## config.mk

```make
export PLATFORM = sky130hd
export DESIGN_NAME = async_memory_strobe_port
export DESIGN_NICKNAME = d
export VERILOG_FILES = /design/src/amp_pkg.sv /design/src/sync2.sv /design/src/async_memory_strobe_port.sv
export SDC_FILE = /design/constraint.sdc
export NUM_CORES = 1
export LEC_CHECK = 0
export ABC_AREA = 0
export BUFFER_PORTS_ARGS = -buffer_cell sky130_fd_sc_hd__buf_2
export CORE_MARGIN = 5
export CORE_UTILIZATION = 25
export DETAILED_ROUTE_END_ITERATION = 10
export PLACE_DENSITY = 0.59
export SLEW_MARGIN = 20
export SYNTH_ARGS = -nofsm -noshare
export SYNTH_HDL_FRONTEND = slang
export SYNTH_HIERARCHICAL = 1
export SYNTH_SLANG_ARGS = --single-unit
```

## constraint.sdc

```tcl
create_clock -name clock_i -period 1.4 [get_ports clock_i]
set_input_delay 0.07 -clock clock_i [delete_from_list [all_inputs] [get_ports clock_i]]
set_output_delay 0.07 -clock clock_i [all_outputs]
set_load 0.02 [all_outputs]
```

## src/amp_pkg.sv

```systemverilog
// constants and types shared by the external memory strobe port
package amp_pkg;
    localparam int unsigned loc_width = 24;
    localparam int unsigned data_width = 16;
    localparam int unsigned bank_count = 4;
    // bank decode: top two address bits pick the bank
    localparam int unsigned bank_lsb = 22;
    localparam int unsigned bank_width = 2;
    localparam logic [3:0] select_idle = 4'hf;
    localparam logic [1:0] bank_two = 2'h2;
    localparam logic [1:0] bank_three = 2'h3;
    localparam logic [loc_width-1:0] loc_reset = 24'h000000;
    localparam logic [data_width-1:0] data_reset = 16'h0000;
    // turnaround cycles with both strobes released between accesses
    localparam logic [1:0] gap_cycles = 2'h1;
    // strobe cycles ignored while the synchroniser still shows the pre-select acknowledge
    localparam logic [1:0] settle_cycles = 2'h1;

    typedef enum logic [1:0] {
        st_idle = 2'b00,
        st_setup = 2'b01,
        st_strobe = 2'b10,
        st_gap = 2'b11
    } port_state_t;
endpackage

```

## src/sync2.sv

```systemverilog
// two-flop synchroniser for a level from a pin
module sync2 (
    input wire logic clock_i, // core clock
    input wire logic rst_n_i, // synchronous reset, active low
    input wire logic level_i, // asynchronous level
    output logic level_o // synchronised level
);
    typedef struct packed {
        logic first;
        logic second;
    } sync_state_t;

    sync_state_t st;
    sync_state_t next_st;

    always_comb begin
        next_st.first = level_i;
        next_st.second = st.first;
        if (!rst_n_i) begin
            // idle level of a pulled-up pin
            next_st = '1;
        end
    end

    always_ff @(posedge clock_i) begin
        st <= next_st;
    end

    assign level_o = st.second;
endmodule

```

## src/async_memory_strobe_port.sv

```systemverilog
// asynchronous external memory port: bank selects, strobes, wait states
// Overview of operation
// - while the acknowledge input is low the access is held and not completed.
// - one active-low select per bank and only the addressed bank is asserted.
// - selects are decoded from the address and change in the cycle the address changes.
// - all selects are inactive whenever no external access is in progress.
// - a conditional access asserts a select and runs only when its condition is true.
// - the read strobe is asserted for every word read.
// - the write strobe is asserted for every word written.
// - on the large package, banks 2 and 3 are alternate flag pin functions; flags are inputs after reset.
// - after reset the address outputs are in memory port mode, not flag or pwm.
module async_memory_strobe_port (
    input wire logic clock_i, // core clock, 200 MHz
    input wire logic rst_n_i, // synchronous reset, active low
    input wire logic req_valid_i, // core requests one word access
    input wire logic req_write_i, // 1 write, 0 read
    input wire logic req_cond_i, // instruction condition result
    input wire logic [amp_pkg::loc_width-1:0] req_loc_i, // word address
    input wire logic [amp_pkg::data_width-1:0] req_wdata_i, // write data
    output logic req_ready_o, // port idle, request taken
    output logic done_o, // one-cycle pulse, access complete
    output logic [amp_pkg::data_width-1:0] rdata_o, // captured read data
    input wire logic large_package_i, // strap: large package fitted
    input wire logic flag_two_select_i, // flag pin two used as bank 2 select
    input wire logic flag_three_select_i, // flag pin three used as bank 3 select
    input wire logic ext_access_ack_i, // pin, low inserts wait states
    output logic [1:0] bank_select_n_o, // banks 0 and 1 selects, active low
    output logic general_flag_pin_two_o, // flag pin two output value
    output logic general_flag_pin_two_oe_o, // low while driven
    output logic general_flag_pin_three_o, // flag pin three output value
    output logic general_flag_pin_three_oe_o, // low while driven
    output logic read_strobe_o, // active-low read strobe
    output logic write_strobe_o, // active-low write strobe
    output logic ext_memory_port_mode_o, // address pins in memory port mode
    output logic [amp_pkg::loc_width-1:0] ext_location_bus_o, // address pins
    output logic [amp_pkg::data_width-1:0] ext_data_o, // data pins out
    output logic ext_data_oe_o, // low while data driven
    input wire logic [amp_pkg::data_width-1:0] ext_data_i // data pins in
);
    import amp_pkg::*;

    // ------------------------------------------------------------
    // state
    // ------------------------------------------------------------
    typedef struct packed {
        port_state_t fsm;
        logic write;
        logic [1:0] gap;
        logic ready;
        logic done;
        logic [data_width-1:0] rdata;
        logic [bank_count-1:0] sel_n;
        logic rd_n;
        logic wr_n;
        logic port_mode;
        logic [loc_width-1:0] loc;
        logic [data_width-1:0] wdata;
        logic data_oe_n;
        logic two_oe_n;
        logic three_oe_n;
    } port_st_t;

    port_st_t st;
    port_st_t next_st;
    logic ack_sync;
    logic [bank_width-1:0] bank;
    logic start;
    logic settled;
    logic complete;
    logic [bank_count-1:0] decode_n;
    logic two_drive;
    logic three_drive;

    // acknowledge is a pin, so two flops before any logic
    sync2 ack_sync_u (
        .clock_i(clock_i),
        .rst_n_i(rst_n_i),
        .level_i(ext_access_ack_i),
        .level_o(ack_sync)
    );

    assign bank = req_loc_i[bank_lsb +: bank_width];

    // ------------------------------------------------------------
    // request decode
    // ------------------------------------------------------------
    // false condition stays idle
    assign start = req_valid_i && st.ready && req_cond_i;

    always_comb begin
        decode_n = select_idle;
        decode_n[bank] = 1'b0;
    end

    // ------------------------------------------------------------
    // wait states
    // ------------------------------------------------------------
    // the synchroniser still shows the pre-select level in the first strobe cycle
    assign settled = st.gap == 2'h0;
    // limitation: a device must pull acknowledge low within one cycle of its select
    // settled acknowledge only
    assign complete = settled && ack_sync;

    // ------------------------------------------------------------
    // flag pins
    // ------------------------------------------------------------
    // large package only
    assign two_drive = large_package_i && flag_two_select_i;
    assign three_drive = large_package_i && flag_three_select_i;

    // ------------------------------------------------------------
    // access sequencer
    // ------------------------------------------------------------
    always_comb begin
        next_st = st;
        next_st.done = 1'b0;
        next_st.port_mode = 1'b1;
        // flag pins driven only as selects
        next_st.two_oe_n = !two_drive;
        next_st.three_oe_n = !three_drive;
        unique case (st.fsm)
            st_idle: begin
                if (start) begin
                    next_st.fsm = st_setup;
                    next_st.ready = 1'b0;
                    next_st.write = req_write_i;
                    next_st.loc = req_loc_i;
                    next_st.sel_n = decode_n;
                    next_st.wdata = req_wdata_i;
                    next_st.data_oe_n = !req_write_i;
                end
            end
            st_setup: begin
                next_st.fsm = st_strobe;
                // first strobe cycle is not settled
                next_st.gap = settle_cycles;
                next_st.rd_n = st.write;
                next_st.wr_n = !st.write;
            end
            st_strobe: begin
                if (!settled) begin
                    next_st.gap = st.gap - 2'h1;
                end
                if (complete) begin
                    next_st.fsm = st_gap;
                    next_st.rd_n = 1'b1;
                    next_st.wr_n = 1'b1;
                    next_st.sel_n = select_idle;
                    next_st.data_oe_n = 1'b1;
                    next_st.done = 1'b1;
                    // data pins taken unsynchronised; the device holds them while acknowledging
                    if (!st.write) begin
                        next_st.rdata = ext_data_i;
                    end
                    next_st.gap = gap_cycles;
                end
            end
            st_gap: begin
                // turnaround: both strobes stay released before the next select
                if (st.gap == 2'h1) begin
                    next_st.fsm = st_idle;
                    next_st.ready = 1'b1;
                end
                next_st.gap = st.gap - 2'h1;
            end
        endcase
        if (!rst_n_i) begin
            next_st.fsm = st_idle;
            next_st.write = 1'b0;
            next_st.gap = 2'h0;
            next_st.ready = 1'b1;
            next_st.done = 1'b0;
            next_st.rdata = data_reset;
            next_st.sel_n = select_idle;
            next_st.rd_n = 1'b1;
            next_st.wr_n = 1'b1;
            next_st.port_mode = 1'b1;
            next_st.loc = loc_reset;
            next_st.wdata = data_reset;
            next_st.data_oe_n = 1'b1;
            next_st.two_oe_n = 1'b1;
            next_st.three_oe_n = 1'b1;
        end
    end

    always_ff @(posedge clock_i) begin
        st <= next_st;
    end

    // ------------------------------------------------------------
    // outputs, all from flops
    // ------------------------------------------------------------
    assign req_ready_o = st.ready;
    assign done_o = st.done;
    assign rdata_o = st.rdata;
    assign bank_select_n_o = st.sel_n[1:0];
    // flag pins carry the bank 2 and 3 select bits
    assign general_flag_pin_two_o = st.sel_n[bank_two];
    assign general_flag_pin_two_oe_o = st.two_oe_n;
    assign general_flag_pin_three_o = st.sel_n[bank_three];
    assign general_flag_pin_three_oe_o = st.three_oe_n;
    assign read_strobe_o = st.rd_n;
    assign write_strobe_o = st.wr_n;
    assign ext_memory_port_mode_o = st.port_mode;
    assign ext_location_bus_o = st.loc;
    assign ext_data_o = st.wdata;
    assign ext_data_oe_o = st.data_oe_n;
endmodule

```

==> results.json <==
{
  "synth_edf_count": 0,
  "clk_path_buf_depth": 2,
  "wirelength_mm": 9.572,
  "ff2ff_setup_slack_ns": -0.006,
  "grt-ovfl-total": 0,
  "place.port_buffers": 131,
  "drv_cap": 0,
  "hold_viol": 0,
  "ys_ff_latch": 74,
  "yosysTopAreaCellShare_pct": 45.26,
  "fmax_ghz": 0.7114,
  "yosysSeqAreaShare_pct": 45.26,
  "clkTransAtPathRegs_ns": 0.06,
  "hold_start": "req_loc_i[22]",
  "clock_sinks": 74,
  "path_class": "flip-flop to flip-flop",
  "syn-num-nets": 470,
  "grt_pass1_vias": 3008,
  "holdWs_ns": 0.01874,
  "dp_cells": 641,
  "wl_per_cell_um": 13.26,
  "whs_path_depth": 3,
  "grt_max_degree": 29,
  "synth_area_um2": 3273,
  "die_area_um2": 15480,
  "end_kind": "flip-flop",
  "grt_setup_unrepaired": "yes",
  "vias_per_cell": 4.251,
  "drive_gt1_share_pct": 35.82,
  "synthTopCellsByCount": "120 x nand2_1, 74 x dfxtp_1, 65 x buf_4",
  "crit-reg2reg-capture": "bank_select_n_o[0]",
  "drc_errors": 0,
  "stdcell_count": 722,
  "clk_latency_ns": 0.33,
  "cts_tree": "done",
  "syn-instance-count": 399,
  "holdPathEnd": "ext_location_bus_o[22]",
  "synth_ff_type": "dfxtp_1",
  "diodes": 0,
  "finalCritPeriodShare_pct": 100.4,
  "final-setup-viol-count": 1,
  "required_ns": 1.63,
  "regToRegStartpoint": "st[72]",
  "io-pin-count": 133,
  "cts-buffers-inserted": 9,
  "p_leak_nw": 2.119,
  "worstPathArrival_ns": 1.63,
  "die_h_um": 124.4,
  "yosysWarningCount": 6,
  "async_flop_share_pct": 0,
  "period_minus_slack_ns": 1.406,
  "ys_types": 38,
  "violations": "setup timing",
  "syn_to_final_growth_pct": 48.62,
  "dp_slack_ns": -0.08507,
  "dp_hpwl_mm": 6.073,
  "setup_tns_ns": -0.005765,
  "syn_avg_cell_area_um2": 8.203,
  "htreeDepth": 3,
  "outcome": "complete, but fails checks",
  "antenna_found_initial": 0,
  "ant_nets": 0,
  "slew_violations": 0,
  "yosys.area.top_type": "dfxtp_1",
  "cp_max_fo": 7,
  "finClkSkew_ns": 0.006236,
  "setup_ws_ns": -0.005765,
  "min_path_type": "input pin to flip-flop",
  "grtUsageTotal_pct": 12.05,
  "rows": 41,
  "power-per-cell-area_nw_per_um2": 1497,
  "r2r_cells": 6,
  "grt_pass1_wl_mm": 15.06,
  "via_count": 3069,
  "drt-initial-drc-count": 101,
  "finalNetCount": 617,
  "yosys-top-cells-area": "dfxtp_1 45%, buf_4 15%, nand2_1 14%",
  "start_kind": "flip-flop",
  "peakVddDrop_mv": 0.5148,
  "gp_congestion": 0.8164,
  "start_util_pct": 25.73,
  "synth_most_common_cell": "nand2_1",
  "core_area_um2": 12720,
  "cts_root_buf": "clkbuf_16",
  "drtPass1Iterations": 4,
  "die_x_um": 124.4
}
[cell type report]
cell class / count / area (um^2)
clock buffer: 12 / 236.5
clock inverter: 3 / 17.52
fill: 1309 / 7858
inverter: 8 / 35.03
multi-input combinational: 235 / 1308
sequential: 74 / 1486
tap: 172 / 215.2
timing repair buffer: 218 / 1567
[state kept, by name, indices dropped and copies added, names as in the netlist]
register / flops
ext_location_bus_o: 24
ext_data_o: 16
rdata_o: 16
st: 5
bank_select_n_o: 2
ack_sync_u/level_o: 1
ack_sync_u/st: 1
done_o: 1
ext_data_oe_o: 1
general_flag_pin_three_o: 1
general_flag_pin_three_oe_o: 1
general_flag_pin_two_o: 1
general_flag_pin_two_oe_o: 1
read_strobe_o: 1
req_ready_o: 1
write_strobe_o: 1
[routing by layer]
layer | GRT usage [%] | part of all wire, %
met5 | 0 | 0
met2 | 21.50 | 50
met1 | 12.71 | 41
met4 | 5.609 | 2.4
met3 | 4.074 | 6.1
[what timing repair did]
item,CTS,global route
pin swaps,1,9
setup buffers,1,3
gates resized for setup,11,24
endpoints found under the setup margin,46,68
hold buffers,60,0
gates cloned,0,2
hold endpoints to repair,58,0
[worst max-delay path by stage]
| stage | start | end |
|---|---|---|
| after floorplan | st[71] | bank_select_n_o[0] |
| after global routing | st[71] | ext_data_o[13] |
| after CTS | st[72] | bank_select_n_o[0] |
| after global placement | st[71] | bank_select_n_o[0] |
| final | st[72] | bank_select_n_o[0] |
| after detailed placement | st[68] | st[72] |
[metrics by stage]
stage	utilization [%]	instance area (um^2)	power (mW)
floorplan	-	3308	4.285
global placement	29.93	3807	4.760
detailed placement	29.93	3807	4.812
CTS	36.99	4706	7.118
global route	38.24	4865	7.735
finish	38.24	4865	7.281
[power by group]
group	switching [mW]	total [mW]	internal [mW]	leakage, nW
clock	0.833	2.02	1.18	0.122
sequential	0.177	2.59	2.42	0.604
combinational	1.39	2.67	1.28	1.39
[cells by family after synthesis]
group | synth area share, %
buffers and inverters | 18.16
adder cells (fa/ha/maj) | 2.294
multiplexers | 1.988
other | 0.1146
AO/OA/AOI/OAI | 13.23
flip-flops | 45.26
AND/OR/NAND/NOR | 18.96
[layout by cell type (no fill, tap or decap), types with 4 or more instances in the layout]
cell type	instances
dfxtp_1	72
nand2b_1	5
inv_1	4
nor2_1	5
buf_12	4
dlygate4sd3_1	60
buf_4	17
clkbuf_16	11
nand2_1	118
buf_2	131
a21oi_1	55
nand3_1	5
[worst max-delay path, cell delays in order, from the launching register on]
cell and delay (ns):
dfxtp_4 0.36, inv_4 0.06, ha_4 0.14, buf_8 0.13, nand2b_4 0.05, a22o_4 0.25
mux2_4 0.30
Note: power is estimated with default switching activity, not from simulation.
